--- config.mk ---
export PLATFORM = sky130hd
export DESIGN_NAME = urx_receiver
export DESIGN_NICKNAME = d
export VERILOG_FILES = /design/src/hdl/urx_pkg.sv /design/src/hdl/urx_receiver.sv
export SDC_FILE = /design/constraint.sdc
export NUM_CORES = 1
export LEC_CHECK = 0
export BUFFER_PORTS_ARGS = -buffer_cell sky130_fd_sc_hd__buf_2
export CAP_MARGIN = 10
export CELL_PAD_IN_SITES_DETAIL_PLACEMENT = 0
export CELL_PAD_IN_SITES_GLOBAL_PLACEMENT = 2
export CORE_MARGIN = 2
export CORE_UTILIZATION = 41
export DETAILED_ROUTE_END_ITERATION = 16
export HOLD_SLACK_MARGIN = 0.03
export PLACE_DENSITY = 0.77
export SLEW_MARGIN = 20
export SYNTH_ARGS = -nofsm -noshare
export SYNTH_HDL_FRONTEND = slang
export SYNTH_SLANG_ARGS = --single-unit
--- constraint.sdc ---
create_clock -name clk -period 4.45 [get_ports clk]
set_clock_uncertainty 0.15 [all_clocks]
set_input_delay 0.6675 -clock clk [delete_from_list [all_inputs] [get_ports clk]]
set_output_delay 0.6675 -clock clk [all_outputs]
set_load 0.01 [all_outputs]
--- src/hdl/urx_pkg.sv ---
// package for the addressable serial receiver with wake-on-edge
package urx_pkg;

  // register indices on the plain register port
  localparam logic [3:0] URX_ADDR_INTCTL = 4'h0;
  localparam logic [3:0] URX_ADDR_FLAGS = 4'h1;
  localparam logic [3:0] URX_ADDR_ENABLES = 4'h2;
  localparam logic [3:0] URX_ADDR_PRIO = 4'h3;
  localparam logic [3:0] URX_ADDR_RXSTAT = 4'h4;
  localparam logic [3:0] URX_ADDR_RXBUF = 4'h5;
  localparam logic [3:0] URX_ADDR_TXSTAT = 4'h6;
  localparam logic [3:0] URX_ADDR_BAUDCTL = 4'h7;
  localparam logic [3:0] URX_ADDR_DIVH = 4'h8;
  localparam logic [3:0] URX_ADDR_DIVL = 4'h9;
  localparam logic [3:0] URX_ADDR_POWER = 4'hA;

  // field positions
  localparam int URX_B_GIE = 7;
  localparam int URX_B_RCF = 5;
  localparam int URX_B_SERIAL_PORT_ENABLE = 7;
  localparam int URX_B_RX9 = 6;
  localparam int URX_B_CONTINUOUS_RECEIVE_ENABLE = 4;
  localparam int URX_B_ADDRESS_MATCH_ENABLE = 3;
  localparam int URX_B_FRAMING_ERROR_FLAG = 2;
  localparam int URX_B_OVERRUN_ERROR_FLAG = 1;
  localparam int URX_B_NINTH_RECEIVED_BIT = 0;
  localparam int URX_B_SYNC = 4;
  localparam int URX_B_HIGH_SPEED_BAUD_SELECT = 2;
  localparam int URX_B_IDLE = 6;
  localparam int URX_B_WIDE_DIVISOR_SELECT = 3;
  localparam int URX_B_WUE = 1;
  localparam int URX_B_SLEEP = 0;

  // writable masks and reset value
  localparam logic [7:0] URX_BAUDCTL_WMASK = 8'h1A;
  localparam logic [7:0] URX_RXSTAT_WMASK = 8'hF8;
  localparam logic [7:0] URX_RESET_BYTE = 8'h00;

  // oversampling: sixteen ticks per bit, sample at the middle tick
  localparam logic [3:0] URX_TICK_LAST = 4'hF;
  localparam logic [3:0] URX_TICK_MID = 4'h7;

  typedef enum logic [2:0] {
    URX_IDLE, URX_START, URX_DATA, URX_STOP, URX_WAKE_LOW
  } urx_state_e;

  // register port request
  typedef struct packed {
    logic [3:0] addr;
    logic [7:0] wdata;
    logic wr;
    logic rd;
  } urx_req_s;

  // interrupt outputs toward the core
  typedef struct packed {
    logic irq_high;
    logic irq_low;
    logic wake;
  } urx_irq_s;

endpackage : urx_pkg

--- src/hdl/urx_receiver.sv ---
// addressable asynchronous serial receiver with wake-on-edge
//
// Behaviour
// RL1 - software clears clocked mode and sets port enable before use
// RL2 - software programs divisor bytes and speed options before reception
// RL3 - nine-bit enable makes characters nine data bits long
// RL4 - address match enable withholds ordinary data characters from buffer
// RL5 - with address match off every character is buffered and flagged
// RL6 - reception only while continuous receive enable is set
// RL7 - complete flag on reception; interrupt needs local and global enable
// RL8 - priority bit routes the receive interrupt high or low
// RL9 - status register shows framing, overrun and ninth received bit
// RL10 - clearing continuous receive enable clears pending receive errors
// RL11 - software compares buffered address byte with its own
// RL12 - unimplemented baud control bits read zero
// RL13 - asleep, the baud generator stops and no byte is received
// RL14 - wake works only in asynchronous mode
// RL15 - wake enable bit turns auto-wake on
// RL16 - with wake enabled, reception stops and receiver watches for edge
// RL17 - falling edge on receive line is the wake event
// RL18 - wake event sets the receive flag, also while asleep
// RL19 - reading the receive buffer clears the receive flag
// RL20 - first rising edge after wake clears wake enable, resumes normal
// RL21 - remote sender's first character must be all zeros
// RL22 - wake character and gap must cover oscillator start-up
// RL23 - frame is start, eight or nine data bits LSB first, stop
// RL24 - line sampled by a sixteen-times-bit-rate shifter
// RL25 - software checks idle flag before setting wake enable
// RL26 - software discards the byte read after a wake event
// RL27 - nine-bit plus address detect buffers only ninth-bit-one chars
// RL28 - overrun when buffer full at completion; reception halts until cleared
`timescale 1ns/1ps
`default_nettype none

module urx_receiver
  import urx_pkg::*;
(
  // clock and reset
  input wire logic clk,
  input wire logic reset,
  // register port
  input wire urx_pkg::urx_req_s req,
  output logic [7:0] rdata,
  // serial line
  input wire logic receive_line,
  // interrupt lines toward the core
  output urx_pkg::urx_irq_s irq
);
  import urx_pkg::*;

  ////////////////////////////////////////////////////////////////////////////
  // software registers
  logic [7:0] intctl_q, enables_q, prio_q, divh_q, divl_q;
  logic serial_port_enable_q, nine_bit_receive_enable_q;
  logic continuous_receive_enable_q, address_match_enable_q;
  logic clocked_mode_q, high_speed_baud_select_q, wide_divisor_select_q;
  logic wake_on_edge_enable_q, sleep_q;
  logic receive_complete_flag_q, framing_error_flag_q, overrun_error_flag_q;
  logic ninth_received_bit_q;
  logic [7:0] receive_buffer_q;
  urx_state_e state_q;
  logic rx_q, rx_prev_q;

  logic wr_stat, rd_buf, async_mode, wake_clear, wake_hit;
  assign wr_stat = req.wr && req.addr == URX_ADDR_RXSTAT;
  assign rd_buf = req.rd && req.addr == URX_ADDR_RXBUF;
  assign async_mode = serial_port_enable_q && !clocked_mode_q;

  // interrupt enables and priority, read back unchanged
  always_ff @(posedge clk or posedge reset) begin
    if (reset) begin
      intctl_q <= URX_RESET_BYTE;
      enables_q <= URX_RESET_BYTE;
      prio_q <= URX_RESET_BYTE;
    end else if (req.wr) begin
      unique case (req.addr)
        URX_ADDR_INTCTL: intctl_q <= req.wdata;
        URX_ADDR_ENABLES: enables_q <= req.wdata;
        URX_ADDR_PRIO: prio_q <= req.wdata;
        default: ;
      endcase
    end
  end

  // baud and mode configuration
  always_ff @(posedge clk or posedge reset) begin
    if (reset) begin
      divh_q <= URX_RESET_BYTE;
      divl_q <= URX_RESET_BYTE;
      clocked_mode_q <= 1'b0;
      high_speed_baud_select_q <= 1'b0;
      wide_divisor_select_q <= 1'b0;
    end else if (req.wr) begin
      unique case (req.addr)
        URX_ADDR_DIVH: divh_q <= req.wdata;
        URX_ADDR_DIVL: divl_q <= req.wdata;
        URX_ADDR_TXSTAT: begin
          clocked_mode_q <= req.wdata[URX_B_SYNC];
          high_speed_baud_select_q <= req.wdata[URX_B_HIGH_SPEED_BAUD_SELECT];
        end
        URX_ADDR_BAUDCTL: wide_divisor_select_q <= req.wdata[URX_B_WIDE_DIVISOR_SELECT];
        default: ;
      endcase
    end
  end

  // sleep stands in for the core's power state; it gates the baud clocks
  always_ff @(posedge clk or posedge reset) begin
    if (reset) begin
      sleep_q <= 1'b0;
    end else if (req.wr && req.addr == URX_ADDR_POWER) begin
      sleep_q <= req.wdata[URX_B_SLEEP];
    end
  end

  // receive control bits all land from one status write
  always_ff @(posedge clk or posedge reset) begin
    if (reset) begin
      serial_port_enable_q <= 1'b0;
      nine_bit_receive_enable_q <= 1'b0;
      continuous_receive_enable_q <= 1'b0;
      address_match_enable_q <= 1'b0;
    end else if (wr_stat) begin
      serial_port_enable_q <= req.wdata[URX_B_SERIAL_PORT_ENABLE];
      nine_bit_receive_enable_q <= req.wdata[URX_B_RX9];
      continuous_receive_enable_q <= req.wdata[URX_B_CONTINUOUS_RECEIVE_ENABLE];
      address_match_enable_q <= req.wdata[URX_B_ADDRESS_MATCH_ENABLE];
    end
  end

  // hardware clear on the closing rising edge wins over a software write
  always_ff @(posedge clk or posedge reset) begin
    if (reset) begin
      wake_on_edge_enable_q <= 1'b0;
    end else if (wake_clear) begin
      wake_on_edge_enable_q <= 1'b0; // [RL20]
    end else if (req.wr && req.addr == URX_ADDR_BAUDCTL) begin
      wake_on_edge_enable_q <= req.wdata[URX_B_WUE]; // [RL15]
    end
  end

  ////////////////////////////////////////////////////////////////////////////
  // baud generator: x16 tick; low speed divides a further four (x64)
  logic [15:0] div_cnt_q, div_top;
  logic [1:0] pre_q;
  logic div_hit, tick, clocks_run;
  assign div_top = wide_divisor_select_q ? {divh_q, divl_q}
                                         : {8'h00, divl_q};
  // no clocks to the port while asleep
  assign clocks_run = async_mode && !sleep_q; // [RL13]
  assign div_hit = clocks_run && div_cnt_q == 16'h0000;
  // low speed: the prescaler advances only when the divider wraps
  assign tick = div_hit && (high_speed_baud_select_q || pre_q == 2'h3);

  always_ff @(posedge clk or posedge reset) begin
    if (reset) begin
      div_cnt_q <= 16'h0000;
      pre_q <= 2'h0;
    end else if (!clocks_run) begin
      div_cnt_q <= 16'h0000;
      pre_q <= 2'h0;
    end else if (div_hit) begin
      div_cnt_q <= div_top;
      pre_q <= pre_q + 2'h1;
    end else begin
      div_cnt_q <= div_cnt_q - 16'h0001;
    end
  end

  ////////////////////////////////////////////////////////////////////////////
  // line sampling and receive state machine
  logic [3:0] os_q;
  logic [3:0] bit_q;
  logic [8:0] shift_q;
  logic rx_fall, rx_rise, mid, frame_done, accept, rx_allowed;
  assign rx_fall = rx_prev_q && !rx_q;
  assign rx_rise = !rx_prev_q && rx_q;
  assign mid = tick && os_q == URX_TICK_MID; // [RL24]
  // an overrun stalls reception until the error is cleared
  assign rx_allowed = continuous_receive_enable_q && !overrun_error_flag_q
                      && !wake_on_edge_enable_q; // [RL6] [RL16] [RL28]
  assign wake_hit = wake_on_edge_enable_q && serial_port_enable_q
                    && !clocked_mode_q && state_q == URX_IDLE
                    && rx_fall; // [RL14] [RL17]
  assign wake_clear = state_q == URX_WAKE_LOW && rx_rise; // [RL20]
  // software polls this before arming wake, so a frame in flight is kept
  logic receiver_idle_flag;
  assign receiver_idle_flag = state_q == URX_IDLE;

  always_ff @(posedge clk or posedge reset) begin
    if (reset) begin
      rx_q <= 1'b1;
      rx_prev_q <= 1'b1;
    end else begin
      rx_q <= receive_line;
      rx_prev_q <= rx_q;
    end
  end

  always_ff @(posedge clk or posedge reset) begin
    if (reset) begin
      state_q <= URX_IDLE;
      os_q <= 4'h0;
      bit_q <= 4'h0;
      shift_q <= 9'h000;
    end else if (wake_hit) begin
      state_q <= URX_WAKE_LOW;
    end else begin
      unique case (state_q)
        URX_IDLE: begin
          os_q <= 4'h0;
          bit_q <= 4'h0;
          if (rx_allowed && clocks_run && !rx_q) begin
            state_q <= URX_START;
          end
        end
        URX_START: begin
          if (tick) begin
            os_q <= os_q + 4'h1;
          end
          // a start bit gone high by mid-bit was a glitch
          if (mid) begin
            state_q <= rx_q ? URX_IDLE : URX_DATA;
            os_q <= URX_TICK_MID + 4'h1;
          end
        end
        URX_DATA: begin
          if (tick) begin
            os_q <= os_q + 4'h1;
          end
          if (mid) begin
            shift_q <= {rx_q, shift_q[8:1]}; // [RL23]
            bit_q <= bit_q + 4'h1;
            if (bit_q == (nine_bit_receive_enable_q ? 4'h8 : 4'h7)) begin
              state_q <= URX_STOP; // [RL3]
            end
          end
        end
        URX_STOP: begin
          if (tick) begin
            os_q <= os_q + 4'h1;
          end
          if (mid) begin
            state_q <= URX_IDLE;
          end
        end
        URX_WAKE_LOW: begin
          if (rx_rise) begin
            state_q <= URX_IDLE;
          end
        end
        default: state_q <= URX_IDLE;
      endcase
      // a cleared receive enable aborts any frame in flight
      if (!continuous_receive_enable_q && state_q != URX_WAKE_LOW) begin
        state_q <= URX_IDLE; // [RL6]
      end
    end
  end

  assign frame_done = state_q == URX_STOP && mid;
  // eight-bit frames leave data in the upper eight of the shifter
  logic [8:0] frame_bits;
  assign frame_bits = nine_bit_receive_enable_q ? shift_q
                                                : {1'b0, shift_q[8:1]};
  // address detect: only ninth-bit-one characters pass
  assign accept = frame_done && (!address_match_enable_q
                  || (nine_bit_receive_enable_q
                      && frame_bits[8])); // [RL4] [RL5] [RL27]

  ////////////////////////////////////////////////////////////////////////////
  // receive buffer and status flags
  // a read in the same cycle as a new frame frees the buffer for it
  logic load_buf;
  assign load_buf = accept && (!receive_complete_flag_q || rd_buf);

  always_ff @(posedge clk or posedge reset) begin
    if (reset) begin
      receive_buffer_q <= URX_RESET_BYTE;
      ninth_received_bit_q <= 1'b0;
    end else if (load_buf) begin
      receive_buffer_q <= frame_bits[7:0];
      ninth_received_bit_q <= frame_bits[8]; // [RL9]
    end
  end

  // framing fault: stop bit sampled low; rewritten by each loaded frame, cleared when reception is disabled
  always_ff @(posedge clk or posedge reset) begin
    if (reset) begin
      framing_error_flag_q <= 1'b0;
    end else if (load_buf) begin
      framing_error_flag_q <= !rx_q; // [RL9]
    end else if (!continuous_receive_enable_q) begin
      framing_error_flag_q <= 1'b0; // [RL10]
    end
  end

  // set beats the clear by a buffer read in the same cycle
  always_ff @(posedge clk or posedge reset) begin
    if (reset) begin
      receive_complete_flag_q <= 1'b0;
    end else if (accept || wake_hit) begin
      receive_complete_flag_q <= 1'b1; // [RL7] [RL18]
    end else if (rd_buf) begin
      receive_complete_flag_q <= 1'b0; // [RL19]
    end
  end

  // a frame that meets a full buffer is dropped and flags the overrun
  always_ff @(posedge clk or posedge reset) begin
    if (reset) begin
      overrun_error_flag_q <= 1'b0;
    end else if (accept && receive_complete_flag_q && !rd_buf) begin
      overrun_error_flag_q <= 1'b1; // [RL28]
    end else if (!continuous_receive_enable_q) begin
      overrun_error_flag_q <= 1'b0; // [RL10]
    end
  end

  ////////////////////////////////////////////////////////////////////////////
  // interrupt routing
  logic irq_any;
  assign irq_any = receive_complete_flag_q && enables_q[URX_B_RCF]
                   && intctl_q[URX_B_GIE]; // [RL7]
  assign irq.irq_high = irq_any && prio_q[URX_B_RCF]; // [RL8]
  assign irq.irq_low = irq_any && !prio_q[URX_B_RCF]; // [RL8]
  // wake request reaches the core even with the clock gated off in sleep
  assign irq.wake = receive_complete_flag_q && enables_q[URX_B_RCF];

  ////////////////////////////////////////////////////////////////////////////
  // read port: data one cycle after the strobe
  logic [7:0] rd_mux;
  always_comb begin
    rd_mux = 8'h00;
    unique case (req.addr)
      URX_ADDR_INTCTL: rd_mux = intctl_q;
      URX_ADDR_FLAGS: rd_mux = {2'b00, receive_complete_flag_q, 5'b00000};
      URX_ADDR_ENABLES: rd_mux = enables_q;
      URX_ADDR_PRIO: rd_mux = prio_q;
      URX_ADDR_RXSTAT: rd_mux = {serial_port_enable_q,
                                 nine_bit_receive_enable_q, 1'b0,
                                 continuous_receive_enable_q,
                                 address_match_enable_q,
                                 framing_error_flag_q,
                                 overrun_error_flag_q,
                                 ninth_received_bit_q}; // [RL9]
      URX_ADDR_RXBUF: rd_mux = receive_buffer_q;
      URX_ADDR_TXSTAT: rd_mux = {3'b000, clocked_mode_q, 1'b0,
                                 high_speed_baud_select_q, 2'b00};
      URX_ADDR_BAUDCTL: rd_mux = {1'b0, receiver_idle_flag, 1'b0, 1'b0,
                                  wide_divisor_select_q, 1'b0,
                                  wake_on_edge_enable_q, 1'b0}; // [RL12]
      URX_ADDR_DIVH: rd_mux = divh_q;
      URX_ADDR_DIVL: rd_mux = divl_q;
      URX_ADDR_POWER: rd_mux = {7'h00, sleep_q};
      default: rd_mux = 8'h00;
    endcase
  end

  // zero outside the slot, so a stale byte never looks like a fresh read
  always_ff @(posedge clk or posedge reset) begin
    if (reset) begin
      rdata <= 8'h00;
    end else if (req.rd) begin
      rdata <= rd_mux;
    end else begin
      rdata <= 8'h00;
    end
  end

endmodule : urx_receiver

`default_nettype wire
### Yosys cells after proc, flatten, opt, wreduce, memory -nomap -nowiden

Cells that the tools add are included.

| operators by class | value |
|---|---|
| add/sub/neg operators | 4 |
| equal/unequal tests | 28 |
| mux-type cells | 31 |
| bitwise operators | 1 |
| reductions and logical operators | 65 |

Operator list:

| cell | number |
|---|---|
| $pmux 8 s11 | 1 |
| $mux 16 | 3 |
| $logic_and 1x1->1 | 31 |
| $mux 3 | 8 |
| $eq 4x3->1 const B | 5 |
| $logic_not 16->1 | 1 |
| $mux 4 | 4 |
| $ne 4x4->1 const B | 4 |
| $reduce_and 2->1 | 8 |
| $sub 16x1->16 const B | 1 |
| $pmux 3 s5 | 1 |
| $eq 4x4->1 const B | 3 |
| $pmux 4 s3 | 1 |
| $logic_not 1->1 | 11 |
| $mux 9 | 1 |
| $add 4x1->4 const B | 2 |
| $eq 4x2->1 const B | 2 |
| $mux 8 | 1 |
| $pmux 4 s2 | 1 |
| $mux 1 | 7 |
| $eq 3x2->1 const B | 2 |
| $mux 2 | 3 |
| $reduce_and 3->1 | 2 |
| $reduce_and 6->1 | 1 |
| other kinds (18) | 25 |

| word-level totals | value |
|---|---|
| register bits | 109 |
| bits of input ports | 17 |
| output and inout port bits | 11 |
| logic and storage cells | 157 |

### Longest topological paths before layout

Gate-level depths: netlist of the first run.

| logic depth | value |
|---|---|
| depth in word-level cells | 11 |
| mapped depth | 9 |
| depth with buffers taken out | 7 |

### Worst setup path before layout of the first run

OpenSTA, ideal clock, no wires.

| path | value |
|---|---|
| kind | input port to flip-flop |
| start point | input port req[13] (netlist name) |
| end point | register prio_q[0] |
| library setup time | 0.125 ns |
| data arrival time | 2.111 ns |
| data required time | 4.175 ns |
| setup slack | 2.064 ns |
| stages | 4 |
| buffers on the path | 2 |
| path through | clkbuf_1 > buf_1 > nor3_1 > mux2_2 |

| on the way | value |
|---|---|
| cells in the longest elaborated chain, start to end | 2 |

RTL lines:

| item | line | RTL |
|---|---|---|
| from (decl) | urx_receiver.sv:42 | `input wire urx_pkg::urx_req_s req,` |
| $eq 4x2->1 | urx_receiver.sv:76 | `unique case (req.addr)` |
| $reduce_and 2->1 (no line) | -- |  |
| to (signal assigned) | urx_receiver.sv:79 | `URX_ADDR_PRIO: prio_q <= req.wdata;` |
| to (decl) | urx_receiver.sv:53 | `logic [7:0] intctl_q, enables_q, prio_q, divh_q, divl_q;` |

No other way between the ends.
A chain may end at the register's enable or synchronous reset.

### Worst setup path after layout of the first run

| path | value |
|---|---|
| start point | input port req[12] (netlist name) |
| end point | register framing_error_flag_q |

| on the way | value |
|---|---|
| cells in the longest elaborated chain, start to end | 5 |
| elaborated cells between the ends (all ways) | 6 |
| classes of those cells | eq/ne (2); mux (1); reduce/logical (3) |

RTL lines:

| item | line | RTL |
|---|---|---|
| $eq 4x3->1 * | urx_receiver.sv:66 | `assign rd_buf = req.rd && req.addr == URX_ADDR_RXBUF;` |
| $logic_and 1x1->1 * | urx_receiver.sv:66 |  |
| $logic_or 1x1->1 * | urx_receiver.sv:275 | `assign load_buf = accept && (!receive_complete_flag_q \|\| rd_buf);` |
| $logic_and 1x1->1 * | urx_receiver.sv:275 |  |
| $ne 2x1->1 (no line) or $mux 1 (tied branches) | -- |  |
| to (signal assigned) | urx_receiver.sv:292 | `framing_error_flag_q <= !rx_q;` |
| to (decl) | urx_receiver.sv:58 | `logic receive_complete_flag_q, framing_error_flag_q, overrun_error_flag_q;` |

Every way passes the cells marked *; elsewhere a longest branch is shown, timed or not.

==> run summary, run 1 <==
Synth top area cells: dfrtp_1, mux2_2, o21ai_0
TritonCTS buffer count: 9
Fmax: 0.3405 GHz
Yosys top cell area share: 48.98%
Combinational power share: 40.4%
Drt first pass iters: 5
Drt wl/cell: 19.63 µm
Reg-to-Reg End: framing_error_flag_q
Met3 Track Usage GR: 4.693%
Design area: 6065 µm²
DP Area: 5751 µm²
Finish-stage setup viols: 0
Largest net degree at the start of global routing: 79
Routed WL: 13.74 mm
Worst slew margin: 50.13%
PortBufs: 27
Flop pwr share: 37.4%
Maximum vdd drop: 0.0004317 V
Clock sinks: 109
Syn Inst Count: 503
Total gr overflow: 0
RSZ-0062 raised after global routing: no
Crit. End Element: flip-flop
GRT met2 Usage: 31.39%
Post-synthesis sequential area ratio: 49.94%
GR Util All Layers: 20.36%
Initial antenna violation count: 0
Final ANT Viol Nets: 0
Die ar.: 14,270 µm²
Worst min path class: input port to flip-flop
Fin nets: 541
Number of synthesized flops with an enable pin: 0
Ports: 28
Layout cells sized above 1: 22.90%
Yosys top cell by area: dfrtp_1
Worst Path Max Fanout: 27
Area growth syn-to-layout: 10.94%
Setup ws final: 1.513 ns
CTS root buf: clkbuf_16
Worst Reg2Reg Path Length in Cells: 5
Sw frac: 39.24%
Outcome: completed
Synth Net Count: 525
CP Cell Sequence: buf_2 -> nor4bb_1 -> a21boi_0 -> nand4b_1 -> nand3_1 -> o21ai_0
GPL Wtd Cong: 0.8626
Syn. warnings: 0
H-Tree Depth: 3
Skew-Pair Late Insertion Delay: 0.35 ns
First DRT Iteration DRCs: 240
First-pass GRT wire length: 22.45 mm
CP max-delay cell: nor4bb_1
Tightest Pin Transition: 0.7380 ns
CTS resizes: 0
Clk buf depth: 2
Max_cap viols: 0
Pwr dens: 624.1 nW/µm²
Final min period: 2.937 ns
Ys async rst share: 100.0%
Crit path required time: 4.52 ns
Leakage power: 2.643 nW
Distinct cells, synth: 67
Switch Pwr: 1.485 mW
Clk slew on worst S/H paths: 0.07 ns
Commonest non-fill, non-tap cell in the layout: dfrtp_1
Max incr delay on CP: 0.73 ns
Starting Density: 41.61%
Die Y: 119.5 µm
Vias: 3,959
Period utilization: 65.99%
Reg-to-reg setup timing slack: 1.54 ns
Worst hold start: receive_line
Setup Crit Path Kind: input port to flip-flop
Slew Limit Fails: 0
Ant diodes: 0
Synthesized area per cell: 10.87 µm²
FP Rows: 42
Setup bufs post-CTS: 0
TritonCTS clock tree: yes
Reg2reg start: sleep_q
Vias in the first global route: 3,991
Clk network pwr share: 22.2%
CTS Hold Bufs: 0
Worst Setup SP: req[12]
Final hold vios: 0
Vias/cell: 5.656
Hold EP: rx_q
Post-Place Worst Slack: 1.211 ns
Met1 usage: 29.27%
Total core area: 13,140 µm²
Worst hold path depth: 1
Cell area after synthesis: 5466 µm²
Most used cells in the layout excluding fill and tap cells: dfrtp_1, mux2_2, nor2_1, nand2_1, o21ai_0
Residual DRC: 0
Detailed Place HPWL: 9.693 mm
Critical Path Start Type: input port
Pint: 2.300 mW
Chip width: 119.5 µm
Post-synthesis register bit count: 109
Setup TNS: 0 ns
Synth Flop Type: dfrtp_1
Top Usage Layer GRT: met2
Critical Path AT: 3.00 ns
==> state kept, by name, indices dropped and copies added (netlist names), 2 cells and up <==
| signal | cells |
|---|---|
| div_cnt_q | 16 |
| rdata | 8 |
| receive_buffer_q | 8 |
| pre_q | 2 |
| shift_q | 9 |
| intctl_q | 8 |
| os_q | 4 |
| state_q | 3 |
| bit_q | 4 |
| prio_q | 8 |
| divl_q | 8 |
| enables_q | 8 |
| divh_q | 8 |
==> routing by layer <==
layer | vias to the layer above | part of all wire, %
met1 | 1992 | 48
met3 | 13 | 4.0
met2 | 66 | 47
met4 | 0 | 1.4
li1 | 1888 | -
met5 | - | 0
==> metrics by stage <==
stage,hold slack [ns],utilization (%),power [mW],instances
after floorplan,0.2368,-,2.566,503
after global placement,0.2790,43.77,2.949,684
after detailed placement,0.2847,43.77,2.957,684
after CTS,0.2401,46.14,3.815,700
after global routing,0.2498,46.16,4.046,700
final,0.2575,46.16,3.785,700
==> synthesized netlist by cell type (all sizes together), types with 4 or more instances <==
cell type,n
a211oi,7
a21oi,24
a22o,8
a22oi,7
buf,6
clkbuf,20
dfrtp,107
ha,5
inv,9
mux2,64
mux2i,13
nand2,35
nand3,25
nand3b,5
nand4,8
nor2,36
nor2b,10
nor3,9
nor3b,4
nor4,4
o21ai,29
xnor2,9
xor2,4
==> power groups by stage <==
stage	logic [mW]	clock network, mW	registers (mW)
finish	1.53	0.841	1.42
global route	1.70	0.901	1.45
CTS	1.53	0.865	1.41
detailed placement	1.53	0	1.43
global placement	1.52	0	1.43
floorplan	1.24	0	1.32
==> how the worst max path moves through the flow <==
stage	slack [ns]	depth (start not counted)	end
after floorplan	0.76	1	address_match_enable_q
after global placement	1.36	6	framing_error_flag_q
after detailed placement	1.21	6	framing_error_flag_q
after CTS	1.49	5	framing_error_flag_q
after global routing	1.20	5	receive_buffer_q[2]
final	1.51	6	framing_error_flag_q
==> layout make-up <==
cell class                      instances  area [µm²]
Multi-Input combinational cell        359        2599
Sequential cell                       109        2730
Timing Repair Buffer                   31       165.2
Inverter                                9       38.79
Fill cell                            1256        7073
Tap cell                              176       220.2
Clock buffer                           12       256.5
Clock inverter                          4       55.05
==> kinds of logic (layout without fill, tap and decap cells) <==
kind of cell    Yosys count  count (layout)  synth area share [%]
mux                      77              77                 15.56
buf+inv                  35              56                 2.518
flops                   109             109                 49.94
simple gates            159             159                 15.95
xor+xnor                 13              13                 2.083
fa+ha+maj                 5               5                 1.144
compound gates          105             105                 12.79
==> critical path, delay by kind of cell <==
| family | cells | cell delay [ns] |
|---|---|---|
| simple gates | 3 | 1.63 |
| compound gates | 2 | 0.30 |
| buf+inv | 1 | 0.40 |
(Power assumes the default switching activity.)
==> inputs of run 2 (changes only) <==
CORE_UTILIZATION = 37   (was 41)
PLACE_DENSITY = 0.74   (was 0.77)
clock period = 2.61 ns   (was 4.45 ns; I/O delays follow)
==> run summary, run 2 (synthesis gave the netlist of run 1 again) <==
Pwr dens: 1066 nW/µm² (was 624.1 nW/µm²)
Ports: 28 (unchanged)
First DRT Iteration DRCs: 315 (was 240)
Post-Place Worst Slack: 0.02963 ns (was 1.211 ns)
Largest Register: div_cnt_q (unchanged)
Initial antenna violation count: 0 (unchanged)
Vias: 4,086 (was 3,959)
DP Area: 5967 µm² (was 5751 µm²)
Outcome: completed (unchanged)
Most used cells in the layout excluding fill and tap cells: dfrtp_1, mux2_2, nor2_1, nand2_1, o21ai_0 (unchanged)
Max_cap viols: 0 (unchanged)
Tightest Pin Transition: 0.7953 ns (was 0.7380 ns)
PortBufs: 27 (unchanged)
Drt first pass iters: 6 (was 5)
Setup ws final: 0.1548 ns (was 1.513 ns)
Worst min path class: input port to async pin (was input port to flip-flop)
Critical Path Start Type: flip-flop (was input port)
First-pass GRT wire length: 23.38 mm (was 22.45 mm)
GR Util All Layers: 19.13% (was 20.36%)
Design area: 6294 µm² (was 6065 µm²)
Overall power: 6.710 mW (was 3.785 mW)
TritonCTS buffer count: 9 (unchanged)
Fmax: 0.4073 GHz
Layout cells sized above 1: 26.59% (was 22.90%)
Commonest non-fill, non-tap cell in the layout: dfrtp_1 (unchanged)
Setup Crit Path Kind: flip-flop to flip-flop (was input port to flip-flop)
Number of flip-flops in the largest register: 16 (unchanged)
Chip width: 125.6 µm (was 119.5 µm)
CTS root buf: clkbuf_16 (unchanged)
Finished Layout Cells: 733 (was 700)
Skew-Pair Late Insertion Delay: 0.36 ns (was 0.35 ns)
H-Tree Depth: 3 (unchanged)
Worst Path Max Fanout: 11 (was 27)
Detailed Place HPWL: 10.68 mm (was 9.693 mm)
Worst slew margin: 46.87% (was 50.13%)
TritonCTS clock tree: yes (unchanged)
Crit. End Element: flip-flop (unchanged)
Drt wl/cell: 19.66 µm (was 19.63 µm)
Die ar.: 15,760 µm² (was 14,270 µm²)
Period utilization: 94.07%
Starting Density: 37.75% (was 41.61%)
FP Rows: 44 (was 42)
Fin nets: 566 (was 541)
Crit path required time: 2.70 ns (was 4.52 ns)
Vias/cell: 5.574 (was 5.656)
Maximum vdd drop: 0.0004539 V (was 0.0004317 V)
Ant diodes: 0 (unchanged)
Total core area: 14,480 µm² (was 13,140 µm²)
Area growth syn-to-layout: 15.13% (was 10.94%)
GPL Wtd Cong: 0.8547 (was 0.8626)
Final ANT Viol Nets: 0 (unchanged)
Routed WL: 14.41 mm (was 13.74 mm)
Largest regs: div_cnt_q x16, shift_q x9 (unchanged)
Finish-stage setup viols: 0 (unchanged)
Final min period: 2.455 ns
Vias in the first global route: 4,121 (was 3,991)
Clk buf depth: 2 (unchanged)
DP Cell Count: 716 (was 684)
Clk slew on worst S/H paths: 0.08 ns (was 0.07 ns)
Critical Path AT: 2.54 ns (was 3.00 ns)
Largest net degree at the start of global routing: 36 (was 79)
Residual DRC: 0 (unchanged)
WHS: 0.03255 ns (was 0.2575 ns)
Die Y: 125.6 µm (was 119.5 µm)
Clock sinks: 109 (unchanged)
Final hold vios: 0 (unchanged)
Worst Reg2Reg Path Length in Cells: 7 (was 5)
Total gr overflow: 0 (unchanged)
Slew Limit Fails: 0 (unchanged)
Leakage power: 2.767 nW (was 2.643 nW)
[run 2: layer usage]
metal  global-route usage (%)  vias up  share of wire [%]  routed length [µm]
met1                    26.09     2056                 46                6620
met4                    4.706        0                1.2                 167
met2                    31.57       71                 49                7043
met5                        0        -                  0                   0
li1                         -     1946                  -                   -
met3                    3.637       13                4.0                 580
[run 2: power by group]
group / leakage (nW) / switching (mW) / total, mW / internal (mW)
logic: 1.19 / 1.61 / 2.90 / 1.29
clock network: 0.148 / 0.655 / 1.44 / 0.784
registers: 1.42 / 0.365 / 2.38 / 2.01
[run 2: path summary, 6_finish.rpt]
| check | to | startpoint | slack [ns] |
|---|---|---|---|
| setup reg to reg | shift_q[8] | div_cnt_q[1] | 0.15 |
| hold reg to reg | rx_prev_q | rx_q | 0.27 |
| hold / removal | receive_buffer_q[3] | reset | 0.03 |
| setup / recovery | shift_q[8] | div_cnt_q[1] | 0.15 |
| min in group clk | divl_q[5] | req[7] | 0.18 |
| max in group asynchronous | div_cnt_q[6] | reset | 1.59 |
[run 2: area by class of cell]
| type | count | area, µm² |
|---|---|---|
| clock buffer | 11 | 242.7 |
| timing repair buffer | 56 | 380.4 |
| sequential | 109 | 2730 |
| tap | 184 | 230.2 |
| inverter | 9 | 37.54 |
| clock inverter | 5 | 66.31 |
| fill | 1407 | 8185 |
| multi-input combinational | 359 | 2606 |
[run 2: timing repair]
| action | in CTS | in global routing |
|---|---|---|
| resized for setup | 0 | 2 |
| buffers inserted | 0 | 0 |
| setup endpoints to repair | 0 | 16 |
| hold buffers | 1 | 0 |
| hold endpoints to repair | 1 | 0 |
[run 2: through the flow]
step	util [%]	setup TNS [ns]
after CTS	43.42	0
after global routing	43.47	-0.005760
after global placement	41.21	0
final	43.47	0
after detailed placement	41.21	0
after floorplan	-	0
[run 2: worst max-delay path, cell delays in order, from the launching register on]
cell     delay (ns)
dfrtp_1        0.41
inv_1          0.08
ha_1           0.14
nor3b_1        0.26
and4_2         0.41
and2_2         0.24
nand3_2        0.24
mux2_1         0.39
